===== config.mk =====
export PLATFORM = sky130hd
export DESIGN_NAME = buck_softstart_fault_sequencer
export DESIGN_NICKNAME = d
export VERILOG_FILES = /design/src/core/buck_seq_pkg.sv /design/src/core/buck_softstart_fault_sequencer.sv /design/src/core/pin_sync.sv
export VERILOG_INCLUDE_DIRS = /design/src /design/src/core
export SDC_FILE = /design/constraint.sdc
export NUM_CORES = 1
export LEC_CHECK = 0
export ABC_AREA = 1
export BUFFER_PORTS_ARGS = -buffer_cell sky130_fd_sc_hd__buf_4
export CORE_MARGIN = 5
export CORE_UTILIZATION = 40
export DETAILED_ROUTE_END_ITERATION = 7
export HOLD_SLACK_MARGIN = 0.15
export PLACE_DENSITY = 0.58
export SETUP_SLACK_MARGIN = 0.02
export SLEW_MARGIN = 20
export SYNTH_ARGS = -nofsm -noshare
export SYNTH_HDL_FRONTEND = slang
export SYNTH_SLANG_ARGS = --single-unit

===== constraint.sdc =====
create_clock -name clk_i -period 4.3 [get_ports clk_i]
set_input_delay 1.075 -clock clk_i [delete_from_list [all_inputs] [get_ports clk_i]]
set_output_delay 1.075 -clock clk_i [all_outputs]
set_load 0.02 [all_outputs]

===== src/core/buck_seq_cfg.svh =====
// constants for the buck soft-start and fault sequencer
`ifndef BUCK_SEQ_CFG_SVH
`define BUCK_SEQ_CFG_SVH
`define CLK_PERIOD_NS        8
`define OV_FILTER_NS         5000
`define OV_FILTER_CYC        ((`OV_FILTER_NS) / (`CLK_PERIOD_NS))
`define REINIT_LOW_NS        30000
`define REINIT_LOW_CYC       ((`REINIT_LOW_NS + `CLK_PERIOD_NS - 1) / (`CLK_PERIOD_NS))
`define UV_CYCLE_LIMIT       4'h8
`define HICCUP_COUNT_NORMAL  5'h0F
`define HICCUP_COUNT_OV_OT   5'h10
`endif


===== src/core/buck_seq_pkg.sv =====
// types for the buck soft-start and fault sequencer
package buck_seq_pkg;
  typedef enum logic [2:0] {
    ST_LOCKOUT  = 3'h0,
    ST_OFF      = 3'h1,
    ST_REINIT   = 3'h2,
    ST_PREBIAS  = 3'h3,
    ST_SOFTSTART= 3'h4,
    ST_RUN      = 3'h5,
    ST_FAULT    = 3'h6,
    ST_LDO_FAULT= 3'h7
  } seq_state_type;
  typedef enum logic [1:0] {
    CAUSE_NONE = 2'h0,
    CAUSE_UV   = 2'h1,
    CAUSE_OV   = 2'h2,
    CAUSE_OT   = 2'h3
  } fault_cause_type;
endpackage : buck_seq_pkg


===== src/core/buck_softstart_fault_sequencer.sv =====
// soft-start, output-ok and hiccup fault sequencer of a buck switcher
`timescale 1ns/100ps
`include "buck_seq_cfg.svh"

// Behaviour
// RULE1 - turn-on low: regulator off, no switching
// RULE2 - turn-on low, supply ok: discharge output
// RULE3 - turn-on high (>=1V comparator) enables switcher
// RULE4 - valley overcurrent holds low side, blocks on-time
// RULE5 - soft-start: on-time when feedback below 40% ramp
// RULE6 - regulation: ramp above 1.5V, feedback at 600mV
// RULE7 - output-ok high after ramp 67%, in regulation
// RULE8 - after start-up delay pull ramp to supply
// RULE9 - pre-bias: gates inhibited until ramp meets feedback
// RULE10 - soft-start: low side off at zero current
// RULE11 - output-ok low 10% under, 2% hysteresis
// RULE12 - output-ok low above 720mV
// RULE13 - output-ok low while turn-on low, supply ok
// RULE14 - over-voltage guard armed when enabled, 5us filter
// RULE15 - over-voltage: low side high, stop, recovery
// RULE16 - restart: low side low about 30us
// RULE17 - eight cycles at 450mV: shut off, recover
// RULE18 - recovery counts 15 or 16 ramp cycles
// RULE19 - after count soft-start; persisting fault repeats
// RULE20 - over-voltage recovery low side high, else low
// RULE21 - feedback above over-voltage suspends ramp charging
// RULE22 - regulator faults get no hiccup restart
// RULE23 - lockout tri-states gates, clears latch on rise
// RULE24 - counter cleared at entry, 16 for ov/ot
module buck_softstart_fault_sequencer
  import buck_seq_pkg::*;
#(
  parameter int OV_FILTER_CYC  = `OV_FILTER_CYC,
  parameter int REINIT_LOW_CYC = `REINIT_LOW_CYC
) (
  // clock and reset
  input  wire logic clk_i,
  input  wire logic rst_b_i,
  // control and supply pins (asynchronous)
  input  wire logic switcher_turn_on_i,
  input  wire logic supply_above_rise_i,
  input  wire logic supply_above_fall_i,
  input  wire logic over_temp_i,
  input  wire logic ldo_fault_i,
  // analog comparators (asynchronous)
  input  wire logic fb_below_scaled_ramp_i,
  input  wire logic fb_below_reg_i,
  input  wire logic fb_below_ok_fall_i,
  input  wire logic fb_above_ok_rise_i,
  input  wire logic fb_above_ov_i,
  input  wire logic fb_below_uv_i,
  input  wire logic ramp_above_reg_i,
  input  wire logic ramp_above_ok_i,
  input  wire logic ramp_at_zero_i,
  input  wire logic valley_limit_sense_i,
  input  wire logic zero_current_i,
  // on-time generator
  input  wire logic on_time_done_i,
  // gate and ramp controls
  output logic      high_side_gate_o,
  output logic      low_side_gate_o,
  output logic      gates_enable_o,
  output logic      ramp_charge_o,
  output logic      ramp_discharge_o,
  output logic      ramp_pull_up_o,
  output logic      output_discharge_o,
  output logic      on_time_start_o,
  // open-drain output-ok flag
  output logic      output_ok_flag_o,
  output logic      output_ok_flag_oe_o
);
  localparam int N_IN = 16;
  logic [N_IN-1:0] pins;
  logic [N_IN-1:0] sync;

  assign pins = {switcher_turn_on_i, supply_above_rise_i, supply_above_fall_i, over_temp_i,
                 ldo_fault_i, fb_below_scaled_ramp_i, fb_below_reg_i, fb_below_ok_fall_i,
                 fb_above_ok_rise_i, fb_above_ov_i, fb_below_uv_i, ramp_above_reg_i,
                 ramp_above_ok_i, ramp_at_zero_i, valley_limit_sense_i, zero_current_i};

  pin_sync #(.WIDTH(N_IN)) u_sync (
    .clk_i   (clk_i),
    .rst_b_i (rst_b_i),
    .pin_i   (pins),
    .level_o (sync)
  );

  logic en, sup_rise, sup_fall, ot, ldo_flt, fb_lt_ss, fb_lt_reg, fb_lt_okf;
  logic fb_gt_okr, fb_gt_ov, fb_lt_uv, ss_gt_reg, ss_gt_ok, ss_zero, valley_limit_sense, zc;
  assign {en, sup_rise, sup_fall, ot, ldo_flt, fb_lt_ss, fb_lt_reg, fb_lt_okf,
          fb_gt_okr, fb_gt_ov, fb_lt_uv, ss_gt_reg, ss_gt_ok, ss_zero, valley_limit_sense, zc} = sync;

  // ------------------------------------------------------------
  // state
  // ------------------------------------------------------------
  seq_state_type   state, next_state;
  fault_cause_type cause, next_cause;
  logic [4:0]  hic_cnt, next_hic_cnt;
  logic        ramp_phase, next_ramp_phase;
  logic [31:0] tmr, next_tmr;
  logic [31:0] ov_cnt, next_ov_cnt;
  logic [3:0]  uv_cnt, next_uv_cnt;
  logic        hs_on, next_hs_on;
  logic        ls_on, next_ls_on;
  logic        pg, next_pg;
  logic        started, next_started;
  logic        ov_trip;
  logic        cycle_end;

  function automatic logic [4:0] hiccup_limit(input fault_cause_type c);
    hiccup_limit = (c == CAUSE_OV || c == CAUSE_OT) ? `HICCUP_COUNT_OV_OT
                                                   : `HICCUP_COUNT_NORMAL; // RULE24
  endfunction : hiccup_limit

  assign ov_trip   = (ov_cnt >= 32'(OV_FILTER_CYC)); // RULE14
  assign cycle_end = hs_on && on_time_done_i;

  // ------------------------------------------------------------
  // next-state logic
  // ------------------------------------------------------------
  always_comb begin
    next_state      = state;
    next_cause      = cause;
    next_hic_cnt    = hic_cnt;
    next_ramp_phase = ramp_phase;
    next_tmr        = tmr;
    next_ov_cnt     = ov_cnt;
    next_uv_cnt     = uv_cnt;
    next_hs_on      = hs_on;
    next_ls_on      = ls_on;
    next_pg         = pg;
    next_started    = started;
    // over-voltage filter, armed only while enabled
    if (en && fb_gt_ov && state != ST_FAULT && state != ST_LOCKOUT) begin
      if (!ov_trip) next_ov_cnt = ov_cnt + 32'h1; // RULE14
    end else begin
      next_ov_cnt = 32'h0;
    end
    // under-voltage counted per switching cycle
    if (state == ST_RUN && cycle_end) begin
      next_uv_cnt = fb_lt_uv ? uv_cnt + 4'h1 : 4'h0; // RULE17
    end else if (state != ST_RUN) begin
      next_uv_cnt = 4'h0;
    end
    // output-ok window with hysteresis
    if (state != ST_RUN || !en || fb_gt_ov) begin
      next_pg = 1'b0; // RULE12 RULE13
    end else if (pg && fb_lt_okf) begin
      next_pg = 1'b0; // RULE11
    end else if (!pg && started && !fb_gt_okr && !fb_lt_okf) begin
      next_pg = 1'b1; // RULE11
    end
    unique case (state)
      ST_LOCKOUT: begin
        next_hs_on = 1'b0;
        next_ls_on = 1'b0;
        next_cause = CAUSE_NONE; // RULE23
        next_hic_cnt = 5'h0; // RULE24
        next_started = 1'b0;
        if (sup_rise) next_state = ST_OFF; // RULE23
      end
      ST_OFF: begin
        next_hs_on = 1'b0; // RULE1
        next_ls_on = 1'b0;
        next_started = 1'b0;
        next_tmr = 32'h0;
        if (en) next_state = ST_REINIT; // RULE3
      end
      ST_REINIT: begin
        next_ls_on = 1'b0; // RULE16
        next_hs_on = 1'b0;
        next_tmr = tmr + 32'h1;
        if (tmr + 32'h1 >= 32'(REINIT_LOW_CYC)) begin
          next_tmr   = 32'h0;
          next_state = ST_PREBIAS;
        end
      end
      ST_PREBIAS: begin
        if (fb_lt_ss) next_state = ST_SOFTSTART; // RULE9
        // a pre-bias above the trip point never meets the ramp, so act here
        if (ov_trip) begin
          next_state = ST_FAULT; // RULE14 RULE15
          next_cause = CAUSE_OV;
          next_ls_on = 1'b1;
          next_hic_cnt = 5'h0; // RULE24
          next_ramp_phase = 1'b0;
        end
      end
      ST_SOFTSTART, ST_RUN: begin
        if (hs_on) begin
          if (on_time_done_i) begin
            next_hs_on = 1'b0;
            next_ls_on = 1'b1;
          end
        end else if (ls_on && valley_limit_sense) begin
          next_ls_on = 1'b1; // RULE4
        end else if (fb_lt_ss || (state == ST_RUN && fb_lt_reg)) begin
          next_hs_on = 1'b1; // RULE5
          next_ls_on = 1'b0;
        end else if (state == ST_SOFTSTART && ls_on && zc) begin
          next_ls_on = 1'b0; // RULE10
        end
        if (state == ST_SOFTSTART && ss_gt_reg && !fb_lt_reg) begin
          next_state = ST_RUN; // RULE6
        end
        if (state == ST_RUN && ss_gt_ok) next_started = 1'b1; // RULE7 RULE8
        if (ov_trip) begin
          next_state = ST_FAULT; // RULE15
          next_cause = CAUSE_OV;
          next_hs_on = 1'b0;
          next_ls_on = 1'b1;
          next_hic_cnt = 5'h0; // RULE24
          next_ramp_phase = 1'b0;
        end else if (ot || uv_cnt >= `UV_CYCLE_LIMIT ||
                     (state == ST_SOFTSTART && ss_gt_ok && !started)) begin
          next_state = ST_FAULT; // RULE17 RULE19
          next_cause = ot ? CAUSE_OT : CAUSE_UV;
          next_hs_on = 1'b0;
          next_ls_on = 1'b0;
          next_hic_cnt = 5'h0; // RULE24
          next_ramp_phase = 1'b0;
        end
      end
      ST_FAULT: begin
        next_hs_on = 1'b0;
        next_ls_on = (cause == CAUSE_OV); // RULE20
        if (cause == CAUSE_OV && fb_gt_ov) begin
          next_ramp_phase = 1'b0; // RULE21
        end else if (!ramp_phase && ss_zero) begin
          next_ramp_phase = 1'b1; // RULE18
        end else if (ramp_phase && ss_gt_ok) begin
          next_ramp_phase = 1'b0;
          next_hic_cnt = hic_cnt + 5'h1; // RULE18
          if (hic_cnt + 5'h1 >= hiccup_limit(cause)) begin
            next_state = ST_REINIT; // RULE19
            next_tmr = 32'h0;
            next_started = 1'b0;
          end
        end
      end
      ST_LDO_FAULT: begin
        next_hs_on = 1'b0; // RULE22
        next_ls_on = 1'b0;
      end
    endcase
    // global overrides: lockout, regulator fault, turn-on low
    if (!sup_fall && state != ST_LOCKOUT) begin
      next_state = ST_LOCKOUT; // RULE23
      next_hs_on = 1'b0;
      next_ls_on = 1'b0;
    end else if (ldo_flt && state != ST_LOCKOUT) begin
      next_state = ST_LDO_FAULT; // RULE22
      next_hs_on = 1'b0;
      next_ls_on = 1'b0;
    end else if (!en && state != ST_LOCKOUT && state != ST_LDO_FAULT) begin
      next_state = ST_OFF; // RULE1
      next_hs_on = 1'b0;
      next_ls_on = 1'b0;
    end
  end

  always_ff @(posedge clk_i or negedge rst_b_i) begin
    if (!rst_b_i) begin
      state      <= ST_LOCKOUT;
      cause      <= CAUSE_NONE;
      hic_cnt    <= 5'h0;
      ramp_phase <= 1'b0;
      tmr        <= 32'h0;
      ov_cnt     <= 32'h0;
      uv_cnt     <= 4'h0;
      hs_on      <= 1'b0;
      ls_on      <= 1'b0;
      pg         <= 1'b0;
      started    <= 1'b0;
    end else begin
      state      <= next_state;
      cause      <= next_cause;
      hic_cnt    <= next_hic_cnt;
      ramp_phase <= next_ramp_phase;
      tmr        <= next_tmr;
      ov_cnt     <= next_ov_cnt;
      uv_cnt     <= next_uv_cnt;
      hs_on      <= next_hs_on;
      ls_on      <= next_ls_on;
      pg         <= next_pg;
      started    <= next_started;
    end
  end

  // ------------------------------------------------------------
  // outputs
  // ------------------------------------------------------------
  assign high_side_gate_o    = hs_on;
  assign low_side_gate_o     = ls_on;
  assign gates_enable_o      = (state != ST_LOCKOUT); // RULE23
  assign ramp_charge_o       = (state == ST_SOFTSTART || state == ST_RUN ||
                                state == ST_PREBIAS ||
                                (state == ST_FAULT && ramp_phase));
  assign ramp_discharge_o    = (state == ST_OFF || state == ST_REINIT || state == ST_LOCKOUT ||
                                (state == ST_FAULT && !ramp_phase)); // RULE18 RULE21
  assign ramp_pull_up_o      = (state == ST_RUN) && started; // RULE8
  assign output_discharge_o  = (state == ST_OFF); // RULE2
  assign on_time_start_o     = !hs_on && next_hs_on;
  assign output_ok_flag_o    = 1'b0;
  assign output_ok_flag_oe_o = !pg; // RULE7 RULE15
endmodule : buck_softstart_fault_sequencer


===== src/core/pin_sync.sv =====
// three-stage pin synchroniser with agreement filter
`timescale 1ns/100ps
module pin_sync #(
  parameter int WIDTH = 1
) (
  // clock and reset
  input  wire logic             clk_i,
  input  wire logic             rst_b_i,
  // pins
  input  wire logic [WIDTH-1:0] pin_i,
  output logic      [WIDTH-1:0] level_o
);
  logic [WIDTH-1:0] stage1;
  logic [WIDTH-1:0] stage2;
  logic [WIDTH-1:0] stage3;
  logic [WIDTH-1:0] next_level;

  always_comb begin
    next_level = level_o;
    for (int i = 0; i < WIDTH; i++) begin
      if (stage2[i] == stage3[i]) begin
        next_level[i] = stage3[i];
      end
    end
  end

  always_ff @(posedge clk_i or negedge rst_b_i) begin
    if (!rst_b_i) begin
      stage1  <= '0;
      stage2  <= '0;
      stage3  <= '0;
      level_o <= '0;
    end else begin
      stage1  <= pin_i;
      stage2  <= stage1;
      stage3  <= stage2;
      level_o <= next_level;
    end
  end
endmodule : pin_sync


==> results.toml <==
[final_layout]
syn2layout_area_growth_pct = 15.4
final_util = 0.473
regArea_um2 = 3680
nets = 876
postLayoutCellArea_um2 = 7900
multi_input_area_um2 = 2610
diodes = 0
drive_above_1_share = 0.106
fin_cells = 1077
nFillCells = 1682

[placement]
post-place-ws_ps = 1150
place.gp.congestion = 0.884
portBuffers = 27
place_hpwl_mm = 9.91
dpl-instance-area_um2 = 7320
numPlacedInstances = 1045

[synth]
yosysTopAreaCell = "dfrtp_1"
yosysSeqAreaShare = 0.537
ys_ff_latch = 147
syn-cell-area_um2 = 6850
yosysTopAreaCellShare = 0.537
synth_nets = 836
syn-mean-instance-area_um2 = 8.52
synth_area_leaders = "dfrtp_1, nand2_1, inv_1"
synth_ff_type = "dfrtp_1"
synth-edff-count = 0
yosys_warnings = 0
post-synth-top-count-cell = "nand2_1"
ys_top_cells_by_count = "nand2_1, dfrtp_1, inv_1, nor2_1, nand3_1"
syn_inst = 804
synth.distinct_cells = 37
synthArstFlopShare = 1.00

[sta]
setup_viol = 0
finalSetupTns_ps = 0
layout_setup_ws_ps = 708
finalCritPeriodShare = 0.835
tightest_slew_ps = 817
rsz0062_at_grt = "false"
drv_slew = 0
max_freq_ghz = 0.278
whs_ps = 341
clock_skew_ps = 13.1
hold_viol = 0
min_period_ps = 3590
slew_headroom = 0.454

[floorplanning]
start_util = 0.410
fp.coreArea_um2 = 16700
die_w_um = 141
rows = 47
ios = 29
fp.dieH_um = 141
die_area_um2 = 19800

[cts]
clk-insertion-delay-late_ps = 430
h-tree-depth = 4
path_clk_slew_ps = 70
cts_buffers = 17
tritoncts = "built"
post_cts_resized = 0
root_buffer = "clkbuf_16"
hold_buffers = 0
clock-sinks = 147
clockBufferDepth = 2
post-cts-setup-buffers = 0

[drt]
post_drt_wl_per_cell_um = 12.8
drtPass1Iterations = 4
postRouteWirelength_mm = 13.8
route.detailed.drc = 0
vias = 5088
viasPerCell = 4.72
drt_iter0_markers = 267
antenna_left = 0

[power]
power_mw = 3.91
power.switching_mw = 1.37
clockPowerShare = 0.367
seq_power_share = 0.402
p_leak_nw = 3.76
power.density_nw_per_um2 = 495
comb_power_share = 0.231
p_int_mw = 2.54
power_switching_share = 0.351
ir_drop_uv = 365

[setup_path]
critPathCaptureType = "output pin"
setup.worst_path.start_class = "flop"
arrival_ps = 2520
worstPathRequired_ps = 3220
timing.rr.start = "state[1]"
cp_max_fo = 7
criticalPathCategory = "flop to output pin"
crit_path_start = "ov_cnt[0]"

[global_routing]
antenna_found_initial = 0
grt_max_degree = 67
grt_pass1_wl_mm = 24.2
grt_pass1_vias = 4943
globalRouteOverflowTotal = 0
grt_usage = 0.151

[outcome]
status = "complete, no violations"

[hold_path]
worst_hold_path_type = "flop to flop"
min_from = "u_sync.stage1[7]"

[job]
maxCapViolCount = 0
==> area by class of cell <==
| cell class | instances | area share |
|---|---|---|
| Sequential cell | 147 | 0.466 |
| Multi-Input combinational cell | 513 | 0.331 |
| Inverter | 135 | 0.0642 |
| Clock buffer | 17 | 0.0539 |
| Tap cell | 220 | 0.0348 |
| Timing Repair Buffer | 30 | 0.0306 |
| Clock inverter | 15 | 0.0200 |
==> flip-flops by register name, summed over array words and instances (netlist names), 2 cells and up <==
name,count
u_sync.stage1,16
u_sync.stage2,16
u_sync.stage3,16
tmr,32
uv_cnt,4
state,3
ov_cnt,32
u_sync.level_o,16
hic_cnt,5
cause,2
==> kinds of logic (layout without fill, tap and decap cells) <==
kind of cell    after synthesis  in the layout  synth area share
compound gates               74             74            0.0623
xor+xnor                     10             10            0.0128
fa+ha+maj                    29             29            0.0471
other cells                   1              1          0.000548
buf+inv                     144            197            0.0810
flops                       147            147             0.537
simple gates                399            399             0.259
==> layer usage <==
metal  up-vias  part of all wire  global-route usage
met4         0             0.017              0.0592
met5         -                 0                   0
met1      2334              0.51               0.218
li1       2644                 -                   -
met3        19             0.037              0.0403
met2        91              0.44               0.216
==> final timing paths <==
kind | cells after the start | to | slack, ps
min in group asynchronous | 1 | tmr[30] | 620
min | 0 | u_sync.stage2[7] | 340
max in group asynchronous | 2 | u_sync.level_o[5] | 2910
max reg2reg | 12 | ov_cnt[8] | 1420
max | 13 | on_time_start_o | 710
min reg2reg | 0 | u_sync.stage2[7] | 340
==> cell usage in the layout, fill, tap and decap left out, types with 6 or more instances in the layout <==
cell type  instances
clkbuf_16         17
nand2_1          186
buf_4             28
dfrtp_1          147
nor2_1            99
o22ai_1           12
maj3_1            16
nand2_2            6
ha_1              13
o21ai_0           33
inv_8              6
nand3_1           53
nand4_1           16
xor2_1             8
nor3_1            15
nor2_4             7
a21oi_1           14
inv_1            131
==> power by group through the flow <==
stage / Clock (mW) / Sequential [mW] / Combinational, mW
2_1_floorplan: 0 / 1.56 / 0.658
3_3_place_gp: 0 / 1.59 / 0.903
3_5_place_dp: 0 / 1.60 / 0.906
4_1_cts: 1.49 / 1.57 / 0.908
5_1_grt: 1.55 / 1.59 / 1.02
6_report: 1.44 / 1.57 / 0.904
==> critical path: stages, from the launching register on <==
cell	delay, ps
dfrtp_1	400
inv_1	120
ha_1	150
nand2_1	50
o31ai_1	190
nand2_1	70
nand3_1	70
nand2_1	140
nor2_1	180
nand2_1	140
o21ai_0	170
inv_1	70
nor3_1	150
buf_4	170
(Power assumes the default switching activity.)
